### config.mk
export PLATFORM = sky130hd
export DESIGN_NAME = bgio_port
export DESIGN_NICKNAME = d
export VERILOG_FILES = /design/src/core/bgio_pkg.sv /design/src/core/bgio_port.sv
export SDC_FILE = /design/constraint.sdc
export NUM_CORES = 1
export LEC_CHECK = 0
export ABC_AREA = 0
export BUFFER_PORTS_ARGS = -buffer_cell sky130_fd_sc_hd__buf_2
export CAP_MARGIN = 5
export CORE_MARGIN = 4
export CORE_UTILIZATION = 50
export DETAILED_ROUTE_END_ITERATION = 10
export PLACE_DENSITY = 0.85
export SYNTH_ARGS = -nofsm -noshare
export SYNTH_HDL_FRONTEND = slang
export SYNTH_SLANG_ARGS = --single-unit
### constraint.sdc
create_clock -name aclk -period 2.3 [get_ports aclk]
set_input_delay 0.575 -clock aclk [delete_from_list [all_inputs] [get_ports aclk]]
set_output_delay 0.575 -clock aclk [all_outputs]
set_load 0.005 [all_outputs]
### src/core/bgio_pkg.sv
// Purpose: Shared constants and types for the bidirectional I/O port
// Assumes: AXI4-Lite register access, 32-bit data, one register per word
// Notes:   Offsets, reset values and field positions live here only
package bgio_pkg;

  // Register byte offsets
  localparam logic [5:0] BGIO_OFF_DIR  = 6'h00;
  localparam logic [5:0] BGIO_OFF_PIN  = 6'h04;
  localparam logic [5:0] BGIO_OFF_LAT  = 6'h08;
  localparam logic [5:0] BGIO_OFF_CONV = 6'h0C;
  localparam logic [5:0] BGIO_OFF_CMP  = 6'h10;
  localparam logic [5:0] BGIO_OFF_OSC  = 6'h14;
  localparam int         BGIO_ADDR_W   = 6;

  // Widths
  localparam int BGIO_PINS   = 8;
  localparam int BGIO_CONV_W = 5;
  localparam int BGIO_CMP_W  = 3;
  localparam int BGIO_OSC_W  = 3;

  // Reset values
  localparam logic [7:0]             BGIO_DIR_RST  = 8'hFF;
  localparam logic [7:0]             BGIO_LAT_RST  = 8'h00;
  localparam logic [BGIO_CONV_W-1:0] BGIO_CONV_RST = 5'h1F;
  localparam logic [BGIO_CMP_W-1:0]  BGIO_CMP_RST  = 3'h4;
  localparam logic [BGIO_OSC_W-1:0]  BGIO_OSC_RST  = 3'h0;

  // Comparator control fields
  localparam int BGIO_CMP_OUT1_BIT  = 0;
  localparam int BGIO_CMP_OUT2_BIT  = 1;
  localparam int BGIO_CMP_IN_BIT    = 2;

  // Converter control: bits 3..0 steer pins 0..3, bit 4 steers pin 5
  localparam int BGIO_CONV_PIN5_BIT = 4;

  // Shared pin positions
  localparam int BGIO_PIN_FOUR  = 4;
  localparam int BGIO_PIN_FIVE  = 5;
  localparam int BGIO_PIN_SIX   = 6;
  localparam int BGIO_PIN_SEVEN = 7;

  // Always-GPIO pins 0..5; 6 and 7 depend on oscillator mode
  localparam logic [5:0] BGIO_LOW_IO_MASK = 6'h3F;

  // Bus responses
  localparam logic [1:0] BGIO_RESP_OKAY   = 2'h0;
  localparam logic [1:0] BGIO_RESP_SLVERR = 2'h2;

  // Oscillator selection
  typedef enum logic [BGIO_OSC_W-1:0] {
    BGIO_OSC_CRYSTAL,
    BGIO_OSC_EXT_CLKOUT,
    BGIO_OSC_EXT_IO,
    BGIO_OSC_INT_CLKOUT,
    BGIO_OSC_INT_IO
  } bgio_osc_t;

  // Software-visible state
  typedef struct packed {
    logic [7:0]             dir;
    logic [7:0]             lat;
    logic [BGIO_CONV_W-1:0] conv;
    logic [BGIO_CMP_W-1:0]  cmp;
    logic [BGIO_OSC_W-1:0]  osc;
  } bgio_regs_t;

  // Pad drive bundle
  typedef struct packed {
    logic [7:0] out;
    logic [7:0] oe;
  } bgio_pad_t;

endpackage

### src/core/bgio_port.sv
// Purpose: Eight-bit bidirectional I/O port with AXI4-Lite registers
// Assumes: Pin inputs synchronous to aclk after the synchroniser
// Notes:   Pins 6/7 follow the oscillator selection register
//
// Functional notes
// Port has direction, pin-level and output latch registers.
// Eight independent pins, each with its own direction and latch bit.
// Direction bit one makes the pin an input, driver off.
// Direction bit zero drives the latch value onto the pin.
// Pin-level read returns pins; pin-level write updates the latch.
// Latch register reads back latched value for read-modify-write.
// Pin four shared with timer zero clock input and comparator one output.
// Pins six and seven are oscillator or GPIO per oscillator selection.
// Non-GPIO pins six/seven read zero in pin, direction and latch.
// Converter control bits select analog or digital on pins 0-3 and 5.
// Comparator bits claim pins 0-5; software turns comparators off first.
// After reset pins 0-3, 5 analog reading zero; pin four digital input.
// Direction bits still apply in analog mode; software keeps them set.
// Enabled peripheral function keeps the pin from GPIO use; code does so only for the pin six clock output, not comparator outputs.
// Enabled comparator output overrides latch data on its pin.
// Analog function enabled disables the pin's digital input path.
// Pin six is GPIO only in modes leaving it free, else clock use.
// Pin inputs pass a two-stage synchroniser before being read.
//
// Added by the designer: the AXI4-Lite interface to the registers and the register addresses.
`timescale 1ns/10ps

module bgio_port (
  // Clock and reset
  input  wire logic                          aclk,
  input  wire logic                          aresetn,
  // AXI4-Lite write address
  input  wire logic                          s_axi_awvalid,
  output logic                               s_axi_awready,
  input  wire logic [bgio_pkg::BGIO_ADDR_W-1:0] s_axi_awaddr,
  // AXI4-Lite write data
  input  wire logic                          s_axi_wvalid,
  output logic                               s_axi_wready,
  input  wire logic [31:0]                   s_axi_wdata,
  input  wire logic [3:0]                    s_axi_wstrb,
  // AXI4-Lite write response
  output logic                               s_axi_bvalid,
  input  wire logic                          s_axi_bready,
  output logic [1:0]                         s_axi_bresp,
  // AXI4-Lite read address
  input  wire logic                          s_axi_arvalid,
  output logic                               s_axi_arready,
  input  wire logic [bgio_pkg::BGIO_ADDR_W-1:0] s_axi_araddr,
  // AXI4-Lite read data
  output logic                               s_axi_rvalid,
  input  wire logic                          s_axi_rready,
  output logic [31:0]                        s_axi_rdata,
  output logic [1:0]                         s_axi_rresp,
  // Pads
  input  wire logic [7:0]                    pin_in,
  output logic [7:0]                         pin_out,
  output logic [7:0]                         pin_oe,
  // Sharing peripherals
  input  wire logic                          comparator_one_out,
  input  wire logic                          comparator_two_out,
  input  wire logic                          cycle_clock_out,
  output logic                               timer_zero_clock_in,
  output logic [7:0]                         analog_enable
);

  // Register and bus state
  bgio_pkg::bgio_regs_t                regs_r, regs_nxt;
  logic                                aw_held_r, aw_held_nxt;
  logic [bgio_pkg::BGIO_ADDR_W-1:0]    aw_addr_r, aw_addr_nxt;
  logic                                w_held_r, w_held_nxt;
  logic [7:0]                          w_byte_r, w_byte_nxt;
  logic                                w_lane_r, w_lane_nxt;
  logic                                bvalid_r, bvalid_nxt;
  logic [1:0]                          bresp_r, bresp_nxt;
  logic                                rvalid_r, rvalid_nxt;
  logic [31:0]                         rdata_r, rdata_nxt;
  logic [1:0]                          rresp_r, rresp_nxt;

  // Pin state
  logic [7:0]                          sync1_r, sync2_r;
  bgio_pkg::bgio_pad_t                 pad_r, pad_nxt;
  logic [7:0]                          analog_r, analog_nxt;

  // Decoded configuration
  logic                                io6, io7, clko6;
  logic [7:0]                          io_mask;
  logic [7:0]                          analog_sel;
  logic [7:0]                          pin_level;
  logic                                aw_take, w_take, do_write;
  logic [bgio_pkg::BGIO_ADDR_W-1:0]    wr_addr;
  logic [7:0]                          wr_byte;
  logic                                wr_lane;

  // Oscillator selection decode; codes 5..7 fall back to crystal
  always_comb begin
    io6   = 1'b0;
    io7   = 1'b0;
    clko6 = 1'b0;
    unique case (bgio_pkg::bgio_osc_t'(regs_r.osc))
      bgio_pkg::BGIO_OSC_CRYSTAL: begin
        io6 = 1'b0;
      end
      bgio_pkg::BGIO_OSC_EXT_CLKOUT: begin
        clko6 = 1'b1;
      end
      bgio_pkg::BGIO_OSC_EXT_IO: begin
        io6 = 1'b1;
      end
      bgio_pkg::BGIO_OSC_INT_CLKOUT: begin
        clko6 = 1'b1;
        io7   = 1'b1;
      end
      bgio_pkg::BGIO_OSC_INT_IO: begin
        io6 = 1'b1;
        io7 = 1'b1;
      end
      default: begin
        io6 = 1'b0;
      end
    endcase
    io_mask = {io7, io6, bgio_pkg::BGIO_LOW_IO_MASK};
  end

  // Analog claims: converter bits and comparator inputs
  always_comb begin
    analog_sel = 8'h00;
    analog_sel[3:0] = regs_r.conv[3:0]
                    | {4{regs_r.cmp[bgio_pkg::BGIO_CMP_IN_BIT]}};
    analog_sel[bgio_pkg::BGIO_PIN_FIVE] =
      regs_r.conv[bgio_pkg::BGIO_CONV_PIN5_BIT];
    // Digital input killed under analog, and for oscillator pins
    pin_level = sync2_r & ~analog_sel & io_mask;
  end

  // Pad drive next state
  always_comb begin
    // Direction still governs analog pins: no override here
    pad_nxt.oe  = ~regs_r.dir & io_mask;
    pad_nxt.out = regs_r.lat & io_mask;
    if (regs_r.cmp[bgio_pkg::BGIO_CMP_OUT1_BIT]) begin
      pad_nxt.out[bgio_pkg::BGIO_PIN_FOUR] = comparator_one_out;
    end
    if (regs_r.cmp[bgio_pkg::BGIO_CMP_OUT2_BIT]) begin
      pad_nxt.out[bgio_pkg::BGIO_PIN_FIVE] = comparator_two_out;
    end
    // Clock output owns pin six regardless of direction
    if (clko6) begin
      pad_nxt.oe[bgio_pkg::BGIO_PIN_SIX]  = 1'b1;
      pad_nxt.out[bgio_pkg::BGIO_PIN_SIX] = cycle_clock_out;
    end
    analog_nxt = analog_sel;
  end

  always_ff @(posedge aclk) begin
    if (!aresetn) begin
      sync1_r    <= 8'h00;
      sync2_r    <= 8'h00;
      pad_r      <= '0;
      analog_r   <= 8'h00;
    end else begin
      sync1_r    <= pin_in;
      sync2_r    <= sync1_r;
      pad_r      <= pad_nxt;
      analog_r   <= analog_nxt;
    end
  end

  // Write channel handshake; address and data accepted in either order
  always_comb begin
    s_axi_awready = ~aw_held_r & ~bvalid_r;
    s_axi_wready  = ~w_held_r & ~bvalid_r;
    aw_take  = s_axi_awvalid & s_axi_awready;
    w_take   = s_axi_wvalid & s_axi_wready;
    wr_addr  = aw_held_r ? aw_addr_r : s_axi_awaddr;
    wr_byte  = w_held_r ? w_byte_r : s_axi_wdata[7:0];
    wr_lane  = w_held_r ? w_lane_r : s_axi_wstrb[0];
    do_write = (aw_held_r | aw_take) & (w_held_r | w_take);
  end

  // Write bookkeeping and register update
  always_comb begin
    aw_held_nxt = aw_held_r;
    aw_addr_nxt = aw_addr_r;
    w_held_nxt  = w_held_r;
    w_byte_nxt  = w_byte_r;
    w_lane_nxt  = w_lane_r;
    bvalid_nxt  = bvalid_r;
    bresp_nxt   = bresp_r;
    regs_nxt    = regs_r;
    if (aw_take) begin
      aw_held_nxt = 1'b1;
      aw_addr_nxt = s_axi_awaddr;
    end
    if (w_take) begin
      w_held_nxt = 1'b1;
      w_byte_nxt = s_axi_wdata[7:0];
      w_lane_nxt = s_axi_wstrb[0];
    end
    if (bvalid_r && s_axi_bready) begin
      bvalid_nxt = 1'b0;
    end
    if (do_write) begin
      aw_held_nxt = 1'b0;
      w_held_nxt  = 1'b0;
      bvalid_nxt  = 1'b1;
      bresp_nxt   = bgio_pkg::BGIO_RESP_OKAY;
      // Only byte lane 0 carries data; upper lanes are ignored
      unique case (wr_addr)
        bgio_pkg::BGIO_OFF_DIR: begin
          if (wr_lane) regs_nxt.dir = wr_byte;
        end
        bgio_pkg::BGIO_OFF_PIN: begin
          if (wr_lane) regs_nxt.lat = wr_byte;
        end
        bgio_pkg::BGIO_OFF_LAT: begin
          if (wr_lane) regs_nxt.lat = wr_byte;
        end
        bgio_pkg::BGIO_OFF_CONV: begin
          if (wr_lane) regs_nxt.conv = wr_byte[bgio_pkg::BGIO_CONV_W-1:0];
        end
        bgio_pkg::BGIO_OFF_CMP: begin
          if (wr_lane) regs_nxt.cmp = wr_byte[bgio_pkg::BGIO_CMP_W-1:0];
        end
        bgio_pkg::BGIO_OFF_OSC: begin
          if (wr_lane) regs_nxt.osc = wr_byte[bgio_pkg::BGIO_OSC_W-1:0];
        end
        default: begin
          bresp_nxt = bgio_pkg::BGIO_RESP_SLVERR;
        end
      endcase
    end
  end

  always_ff @(posedge aclk) begin
    if (!aresetn) begin
      // Power-on state: all inputs, analog claims on, crystal mode
      regs_r.dir  <= bgio_pkg::BGIO_DIR_RST;
      regs_r.lat  <= bgio_pkg::BGIO_LAT_RST;
      regs_r.conv <= bgio_pkg::BGIO_CONV_RST;
      regs_r.cmp  <= bgio_pkg::BGIO_CMP_RST;
      regs_r.osc  <= bgio_pkg::BGIO_OSC_RST;
      aw_held_r   <= 1'b0;
      aw_addr_r   <= '0;
      w_held_r    <= 1'b0;
      w_byte_r    <= 8'h00;
      w_lane_r    <= 1'b0;
      bvalid_r    <= 1'b0;
      bresp_r     <= bgio_pkg::BGIO_RESP_OKAY;
    end else begin
      regs_r      <= regs_nxt;
      aw_held_r   <= aw_held_nxt;
      aw_addr_r   <= aw_addr_nxt;
      w_held_r    <= w_held_nxt;
      w_byte_r    <= w_byte_nxt;
      w_lane_r    <= w_lane_nxt;
      bvalid_r    <= bvalid_nxt;
      bresp_r     <= bresp_nxt;
    end
  end

  // Read channel: one outstanding read, answered the next cycle
  always_comb begin
    s_axi_arready = ~rvalid_r;
    rvalid_nxt    = rvalid_r;
    rdata_nxt     = rdata_r;
    rresp_nxt     = rresp_r;
    if (rvalid_r && s_axi_rready) begin
      rvalid_nxt = 1'b0;
    end
    if (s_axi_arvalid && s_axi_arready) begin
      rvalid_nxt = 1'b1;
      rdata_nxt  = 32'h0000_0000;
      rresp_nxt  = bgio_pkg::BGIO_RESP_OKAY;
      unique case (s_axi_araddr)
        bgio_pkg::BGIO_OFF_DIR: begin
          rdata_nxt[7:0] = regs_r.dir & io_mask;
        end
        bgio_pkg::BGIO_OFF_PIN: begin
          rdata_nxt[7:0] = pin_level;
        end
        bgio_pkg::BGIO_OFF_LAT: begin
          // Latch, not pins: safe for read-modify-write
          rdata_nxt[7:0] = regs_r.lat & io_mask;
        end
        bgio_pkg::BGIO_OFF_CONV: begin
          rdata_nxt[bgio_pkg::BGIO_CONV_W-1:0] = regs_r.conv;
        end
        bgio_pkg::BGIO_OFF_CMP: begin
          rdata_nxt[bgio_pkg::BGIO_CMP_W-1:0] = regs_r.cmp;
        end
        bgio_pkg::BGIO_OFF_OSC: begin
          rdata_nxt[bgio_pkg::BGIO_OSC_W-1:0] = regs_r.osc;
        end
        default: begin
          rresp_nxt = bgio_pkg::BGIO_RESP_SLVERR;
        end
      endcase
    end
  end

  always_ff @(posedge aclk) begin
    if (!aresetn) begin
      rvalid_r <= 1'b0;
      rdata_r  <= 32'h0000_0000;
      rresp_r  <= bgio_pkg::BGIO_RESP_OKAY;
    end else begin
      rvalid_r <= rvalid_nxt;
      rdata_r  <= rdata_nxt;
      rresp_r  <= rresp_nxt;
    end
  end

  // Outputs
  assign s_axi_bvalid        = bvalid_r;
  assign s_axi_bresp         = bresp_r;
  assign s_axi_rvalid        = rvalid_r;
  assign s_axi_rdata         = rdata_r;
  assign s_axi_rresp         = rresp_r;
  assign pin_out             = pad_r.out;
  assign pin_oe              = pad_r.oe;
  assign timer_zero_clock_in = sync2_r[bgio_pkg::BGIO_PIN_FOUR];
  assign analog_enable       = analog_r;

endmodule // bgio_port

; Word level (Yosys, flattened, before mapping)
; Index checks and enable logic that the tools add are counted.
[word_totals]
out_inout_bits = 66
mem_bits_ro = 0
input_bits = 66
register_bits = 98
ramBits = 0
latch_bits = 0
n_memories = 0
[classes]
n_bitwise = 20
n_addsub = 0
n_mul = 0
n_shift = 0
div = 0
n_reduce_logical = 19
eq_ne = 14
n_mux = 19
n_lt_le_gt_ge = 0
[ops]
columns = cell, count
row1 = bitwise AND 8 bit, 5
row2 = "equality test 6 x 4 -> 1 bit, second input constant", 4
row3 = "equality test 6 x 5 -> 1 bit, second input constant", 4
row4 = case mux 3 bit (6 select lines), 1
row5 = AND reduction 3 bit, 5
row6 = "equality test 6 x 3 -> 1 bit, second input constant", 2
row7 = zero test 6 bit, 2
row8 = two-way mux 1 bit, 12
row9 = OR reduction 6 bit, 2
row10 = OR reduction 2 bit, 5
row11 = case mux 3 bit (3 select lines), 1
row12 = two-way mux 8 bit, 1
row13 = NOT 6 -> 8 bit, 1
row14 = NOT 8 bit, 1
row15 = case mux 2 bit (4 select lines), 1
row16 = "equality test 3 x 2 -> 1 bit, second input constant", 2
row17 = two-way mux 6 bit, 1
row18 = bitwise AND 1 bit, 5
row19 = NOT 1 bit, 5
row20 = two-way mux 2 bit, 2
row21 = OR 4 bit, 1
row22 = nonzero test 2 bit, 2
row23 = "equality test 3 x 1 -> 1 bit, second input constant", 1
row24 = "equality test 3 bit, second input constant", 1
row25 = other kinds (2), 5

; Depth between registers and ports, before layout
; Gate-level depths: netlist (run 1).
[logic_depth]
word_depth = 6
depth_mapped = 6
ltp_nobuf = 4

; Worst setup path after synthesis (run 1)
; OpenSTA, ideal clock, no wires.
[synth_path]
kind = input to register
startpoint = in s_axi_awaddr[0] in the netlist's numbering
endpoint = reg regs_r[14] in the netlist's numbering
stages = 4
path_buffers = 0
arrival_time_ps = 1797
required_ps = 2179
path_slack_ps = 381
setup_ps = 121
cell_sequence = nor3_1 o2111ai_1 nor3_4 mux2_4
[synth_between]
elab_chain_cells = 4
elab_cells_between_ends = 5
[synth_lines]
columns = item, line_no
row1 = "start, declared", bgio_port.sv:35  ; input wire logic [bgio_pkg::BGIO_ADDR_W-1:0] s_axi_awaddr,
row2 = two-way mux 6 bit (*), bgio_port.sv:174  ; wr_addr = aw_held_r ? aw_addr_r : s_axi_awaddr;
row3 = equality test 6 x 4 -> 1 bit / equality test 6 x 3 -> 1 bit (equally long branches), bgio_port.sv:208  ; unique case (wr_addr)
row4 = OR reduction 2 bit (no line) (*), --
row5 = AND reduction 3 bit (no line) (*), --
row6 = "end signal, assigned", bgio_port.sv:250  ; regs_r <= regs_nxt;
row7 = "end, declared", bgio_port.sv:67  ; bgio_pkg::bgio_regs_t regs_r, regs_nxt;
; Mark *: on every way between the ends. The rest lies on a longest branch, timed or not.
; A chain may end at the register's enable or synchronous reset.

; Worst setup path after layout (run 1)
[layout_path]
startpoint = reg aw_held_r
endpoint = reg regs_r[12] in the netlist's numbering
[layout_between]
elab_chain_cells = 6
elab_cells_between_ends = 10
[layout_lines]
columns = item, line_no
row1 = "start, declared", bgio_port.sv:68  ; logic aw_held_r, aw_held_nxt;
row2 = "start signal, assigned", bgio_port.sv:251  ; aw_held_r <= aw_held_nxt;
row3 = NOT 1 bit, bgio_port.sv:170  ; s_axi_awready = ~aw_held_r & ~bvalid_r;
row4 = bitwise AND 1 bit, bgio_port.sv:170
row5 = bitwise AND 1 bit, bgio_port.sv:172  ; aw_take = s_axi_awvalid & s_axi_awready;
row6 = OR 1 bit, bgio_port.sv:177  ; do_write = (aw_held_r | aw_take) & (w_held_r | w_take);
row7 = bitwise AND 1 bit, bgio_port.sv:177
row8 = AND reduction 3 bit (no line) (*), --
; Marked as above.

==> key figures, run 1 <==
Status
  – Status: finished, final reports clean

Drt
  – Highest metal used: met4
  – Via/cell ratio: about 5.0
  – # DRC: 0
  – WL final: about 8400 um
  – DRT Pass-1 Iters: 4
  – Initial drt markers: roughly 160
  – WL met1: 3620 um
  – Post-route ant nets: 0
  – Met3 Wirelength: ~440 um
  – WL per Instance: 14.3 um
  – Met2 WL: between 4000 and 5000 um
  – Vias: 2945

Worst setup path
  – Worst EP required: 2.61 ns
  – Arr. time, crit path: between 2 and 2.5 ns
  – Crit Path Class: register to register
  – Crit path max fanout: 12
  – Crit path capture type: register
  – Critical path launch point type: register

Timing
  – Actual slew at the worst max-slew pin: between 0.6 and 0.7 ns
  – Setup slack after layout: about 0.27 ns
  – Slew Limit Headroom: between 50% and 60%
  – Max-slew violation count: 0
  – RSZ-0062 raised after global routing: no
  – Clock Skew: slightly below 0.008 ns
  – Setup violations, final: 0
  – Hold Vio Cnt, Final: 0
  – Final period utilization: 88.3%
  – Setup TNS Final: 0 ns
  – F_max: about 490 MHz
  – Tmin final: 2.03 ns

Layout
  – Most common cell after layout, fill and taps aside: dfxtp_1
  – Fin nets: between 500 and 600
  – Final core utilization: 58.0%
  – Most frequent cells in the layout: dfxtp_1, buf_2, mux2i_1, nor2_1, conb_1
  – Inserted Diodes: 0
  – Share of layout cells above drive strength 1: 24.0%
  – Fillers: ~660
  – Design area: approximately 0.0045 mm^2
  – Area Growth Syn to Fin: 13.2%

Die
  – Die area: 0.00941 mm^2
  – Die Ht: between 90 and 100 um
  – Core box area: ~0.0077 mm^2
  – IO Pins: approximately 130
  – Die width: about 97 um
  – Row count: 32
  – Initial Utilization: 51.2%

GRT
  – Total grt overflow: 0
  – First-pass GRT wire length: around 14000 um
  – GRT Total Usage: between 10% and 20%
  – Vias in the first global route: between 2000 and 3000
  – Largest net degree at the start of global routing: between 50 and 60
  – Antenna violations before repair: 0

Synth
  – Yosys reg bits: just over 90
  – Mean Syn Cell Area: roughly 9.6 um^2
  – Most used flip-flop cell after synthesis: dfxtp_1
  – Yosys warns: 0
  – Sequential area share after synthesis: ~47%
  – Syn Std Cell Area: roughly 0.0040 mm^2
  – Unique masters post-synth: 50
  – Cells after synthesis: 412
  – Post-synth EDFFs: 0
  – Asr flop ratio synth: 0%

Clocking
  – Post CTS Setup Buffer Count: 0
  – Resized Gates After CTS: 0
  – CTS tree: done
  – Root Driver: clkbuf_8
  – Total CTS buffers: 9
  – Clk Latency, worst-skew pair: between 0.3 and 0.4 ns
  – Clock Sinks: slightly above 90
  – CTS Hold Buffers Added: 0
  – CTS H-tree depth: 3
  – Worst-path clk slew: 0.10 ns
  – Clock Path Buffers: 2

Power
  – VDD IR max: ~360 uV
  – Power Dens Cells: ~700 mW/mm^2
  – Lkg Pwr: ~0.002 uW

Placed design
  – Gp weighted congestion: 0.904
  – Placement Setup Slack: approximately 0.2 ns
  – Buffers on Ports: between 70 and 80
  – Area after DPL: between 0.004 and 0.005 mm^2
  – Post-DP HPWL: a little over 6000 um

Flow run
  – Maxcap violations: 0

Hold path
  – Worst min-delay path category: input pin to register
-- registers in the layout, indices dropped and copies added (netlist names), 5 cells and up --
| name | cells |
|---|---|
| regs_r | 26 |
| pin_oe | 8 |
| pin_out | 8 |
| s_axi_rdata | 8 |
| sync1_r | 8 |
| sync2_r | 8 |
| w_byte_r | 8 |
| aw_addr_r | 6 |
| analog_enable | 5 |
-- per-layer routing --
| metal | GRT usage [%] | vias up |
|---|---|---|
| met5 | 0 | - |
| met4 | 9.18 | 0 |
| met3 | 4.40 | 22 |
| met2 | 29.6 | 103 |
| met1 | 22.2 | 1353 |
| li1 | - | 1467 |
-- kinds of logic (layout without fill, tap and decap cells) --
| kind of cell | after synthesis | count (layout) | synth area share (%) |
|---|---|---|---|
| and+or+nand+nor | 149 | 149 | 20.1 |
| xor gates and xnor gates | 2 | 2 | 0.443 |
| buffers and inverters | 63 | 106 | 9.04 |
| muxes | 62 | 62 | 16.3 |
| other | 1 | 29 | 0.0947 |
| DFF | 93 | 93 | 47.0 |
| AOI/OAI and AO/OA | 42 | 42 | 6.95 |
-- final timing paths --
path,startpoint,endpoint,slack [ns],cells after the start
worst max-delay path,aw_held_r,regs_r[12],0.27,5
worst min-delay path,pin_in[4],sync1_r[4],0.39,2
worst max register to register,aw_held_r,regs_r[12],0.27,5
worst min register to register,sync1_r[4],sync2_r[4],0.44,1
-- final cells by class --
type / instances / area [um^2] / area share [%]
Clock inverter: 7 / 75.1 / 1.67
Tap cell: 102 / 128 / 2.85
Inverter: 10 / 37.5 / 0.837
Clock buffer: 9 / 124 / 2.76
Timing Repair Buffer: 80 / 413 / 9.21
Multi-Input combinational cell: 284 / 1840 / 41.1
Sequential cell: 93 / 1860 / 41.5
-- synth_stat cells (3+ instances only) --
cell type | n | area share [%]
a21oi_1 | 13 | 1.6
dfxtp_1 | 93 | 47
or4b_2 | 4 | 1.0
a31oi_1 | 5 | 0.79
nand3_1 | 6 | 0.76
nand2_1 | 21 | 2.0
o211ai_1 | 4 | 0.76
nand2b_1 | 13 | 2.1
nor2_1 | 53 | 5.0
mux2_2 | 4 | 1.1
and2_1 | 27 | 4.3
buf_4 | 29 | 5.5
nor3b_2 | 3 | 0.95
clkbuf_1 | 18 | 1.7
o21ai_0 | 6 | 0.76
buf_2 | 4 | 0.51
inv_1 | 9 | 0.85
mux2i_1 | 55 | 14
or3_1 | 4 | 0.63
nand3b_1 | 5 | 0.95
-- power by group --
group | total, uW | internal [uW] | switching [uW] | leakage (uW)
combinational | 349 | 157 | 192 | 0.00112
sequential | 1700 | 1670 | 37.9 | 0.000759
clock | 1090 | 432 | 657 | 0.0000990
total | 3140 | 2250 | 887 | 0.00198
-- through the flow --
step / total power, uW / std cells / hold WS [ns]
final: 3140 / 585 / 0.393
after global routing: 3270 / 585 / 0.386
after CTS: 3150 / 585 / 0.384
after detailed placement: 2090 / 569 / 0.418
after global placement: 2070 / 569 / 0.418
after floorplan: 2010 / 440 / 0.396
-- worst max-delay path, cell delays in order, from the launching register on --
cell and delay, ns:
dfxtp_1 0.59, nor3b_2 0.31, o2111ai_1 0.30, nor3_4 0.34
buf_4 0.23, mux2i_1 0.19
Note: power is estimated with default switching activity, not from simulation.
==> inputs of run 2 (changes only) <==
- CORE_MARGIN: 4 -> 2
==> key figures, run 2 (synthesized netlist as in run 1, its figures left out) <==
Clocking
  – Root Driver: clkbuf_8 (unchanged)
  – Total CTS buffers: 9 (unchanged)
  – Post CTS Setup Buffer Count: 0 (unchanged)
  – CTS Hold Buffers Added: 0 (unchanged)
  – Clk Latency, worst-skew pair: 0.37 ns (was 0.38 ns)
  – Clock Sinks: 93 (unchanged)
  – CTS H-tree depth: 3 (unchanged)
  – CTS tree: done (unchanged)
  – Resized Gates After CTS: 0 (unchanged)
  – Worst-path clk slew: 0.10 ns (about the same)
  – Clock Path Buffers: 2 (unchanged)

Worst setup path
  – Worst stage delay on the critical path: 0.59 ns (about the same)
  – Worst path cell trace: nor3b_2, o2111ai_1, nor3_4, buf_4, mux2i_1 (unchanged)
  – Crit path max-delay family: simple AND/OR/NAND/NOR gates (unchanged)
  – Arr. time, crit path: 2.33 ns (was 2.34 ns)
  – R2R Setup Slk: 0.27 ns (about the same)
  – Worst EP required: 2.60 ns (was 2.61 ns)
  – Buf/Inv on CP: 1 (unchanged)
  – Crit path max fanout: 12 (unchanged)
  – CP max-delay cell: dfxtp_1 (unchanged)
  – Crit path capture type: register (unchanged)
  – Crit Path Class: register to register (unchanged)
  – Critical path launch point type: register (unchanged)

Flow run
  – Maxcap violations: 0 (unchanged)

Layout
  – Design area: 0.00448 mm^2 (about the same)
  – Inserted Diodes: 0 (unchanged)
  – Share of layout cells above drive strength 1: 24.0% (unchanged)
  – Max reg flops: 26 (unchanged)
  – Fin nets: 544 (unchanged)
  – Most common cell after layout, fill and taps aside: dfxtp_1 (unchanged)
  – Area Growth Syn to Fin: 13.3% (was 13.2%)
  – Largest Register: regs_r (unchanged)
  – Fillers: 681 (was 656)
  – Final std cells w/o fill: 585 (unchanged)
  – Most frequent cells in the layout: dfxtp_1, buf_2, mux2i_1, nor2_1, conb_1 (unchanged)

Drt
  – WL final: 8390 um (was 8370 um)
  – # DRC: 0 (unchanged)
  – Post-route ant nets: 0 (unchanged)
  – Vias: 2991 (was 2945)
  – Initial drt markers: 220 (was 155)
  – DRT Pass-1 Iters: 4 (unchanged)
  – Via/cell ratio: 5.11 (was 5.03)
  – WL per Instance: 14.3 um (about the same)

Die
  – Die area: 0.00865 mm^2 (was 0.00941 mm^2)
  – Die width: 93.0 um (was 97.0 um)
  – Row count: 32 (unchanged)
  – Die Ht: 93.0 um (was 97.0 um)
  – IO Pins: 132 (unchanged)
  – Initial Utilization: 51.5% (was 51.2%)
  – Core box area: 0.00769 mm^2 (was 0.00773 mm^2)

Status
  – Status: finished, final reports clean (unchanged)

Power
  – Lkg Pwr: 0.00198 uW (about the same)
  – Power Dens Cells: 700 mW/mm^2 (was 701 mW/mm^2)
  – VDD IR max: 644 uV (was 358 uV)
  – Pwr Total: 3140 uW (about the same)

Timing
  – Final period utilization: 88.5% (was 88.3%)
  – Tmin final: 2.03 ns (about the same)
  – Slew Limit Headroom: 56.0% (was 59.6%)
  – Clock Skew: 0.00956 ns (was 0.00790 ns)
  – Max-slew violation count: 0 (unchanged)
  – Setup TNS Final: 0 ns (unchanged)
  – Actual slew at the worst max-slew pin: 0.659 ns (was 0.605 ns)
  – F_max: 492 MHz (was 493 MHz)
  – Setup slack after layout: 0.265 ns (was 0.270 ns)
  – Hold Vio Cnt, Final: 0 (unchanged)
  – RSZ-0062 raised after global routing: no (unchanged)
  – Setup violations, final: 0 (unchanged)

GRT
  – First-pass GRT wire length: 13500 um (was 13800 um)
  – Largest net degree at the start of global routing: 54 (unchanged)
  – Total grt overflow: 0 (unchanged)
  – GRT Total Usage: 20.1% (was 18.1%)
  – Vias in the first global route: 2850 (was 2883)
  – Antenna violations before repair: 0 (unchanged)

Placed design
  – Buffers on Ports: 75 (unchanged)
  – Area after DPL: 0.00428 mm^2 (unchanged)
  – Post-DP HPWL: 5950 um (was 6140 um)
  – Placement Setup Slack: 0.160 ns (was 0.198 ns)
  – Gp weighted congestion: 0.923 (was 0.904)
  – Post-placement cell count: 569 (unchanged)

Hold path
  – Worst min-delay path category: input pin to register (unchanged)
[run 2: cell count changes in the layout (fill, tap and decap cells not counted)]
cell        delta
clkinv_4       +1
clkinvlp_4     -1
[run 2: worst paths after layout]
kind	startpoint	end	depth (start not counted)
max	aw_held_r	regs_r[17]	5
min	pin_in[7]	sync1_r[7]	2
max reg2reg	aw_held_r	regs_r[17]	5
min reg2reg	regs_r[21]	pin_oe[2]	1
[run 2: report_power, final]
part / internal [uW] / switching [uW]
clock network: 434 / 649
logic: 157 / 195
registers: 1670 / 37.8
[run 2: routing by layer]
layer / vias up / track usage (%) / wire, um
met4: 0 / 9.31 / 220
met2: 106 / 34.4 / 4190
met1: 1394 / 23.9 / 3500
met5: - / 0 / 0
li1: 1467 / - / -
met3: 24 / 4.43 / 478
[run 2: area by class of cell]
type                       instances  area, um^2  area share [%]
clock buffer                       9         124            2.76
clock inverter                     7        76.3            1.70
inverter                          10        37.5           0.837
multi-input combinational        284        1840            41.1
sequential                        93        1860            41.5
tap                              102         128            2.85
timing repair buffer              80         413            9.21
[run 2: worst reg2reg max path, delay by kind of cell, from the launching register on]
kind            cells  cell delay [ns]
compound gates      1             0.28
flops               1             0.59
simple gates        2             0.67
mux                 1             0.19
buf+inv             1             0.23
[run 2: metrics by stage]
stage	hold slack (ns)	util, %
floorplan	0.396	-
global placement	0.413	55.7
detailed placement	0.421	55.7
CTS	0.393	58.3
global route	0.387	58.3
finish	0.399	58.3
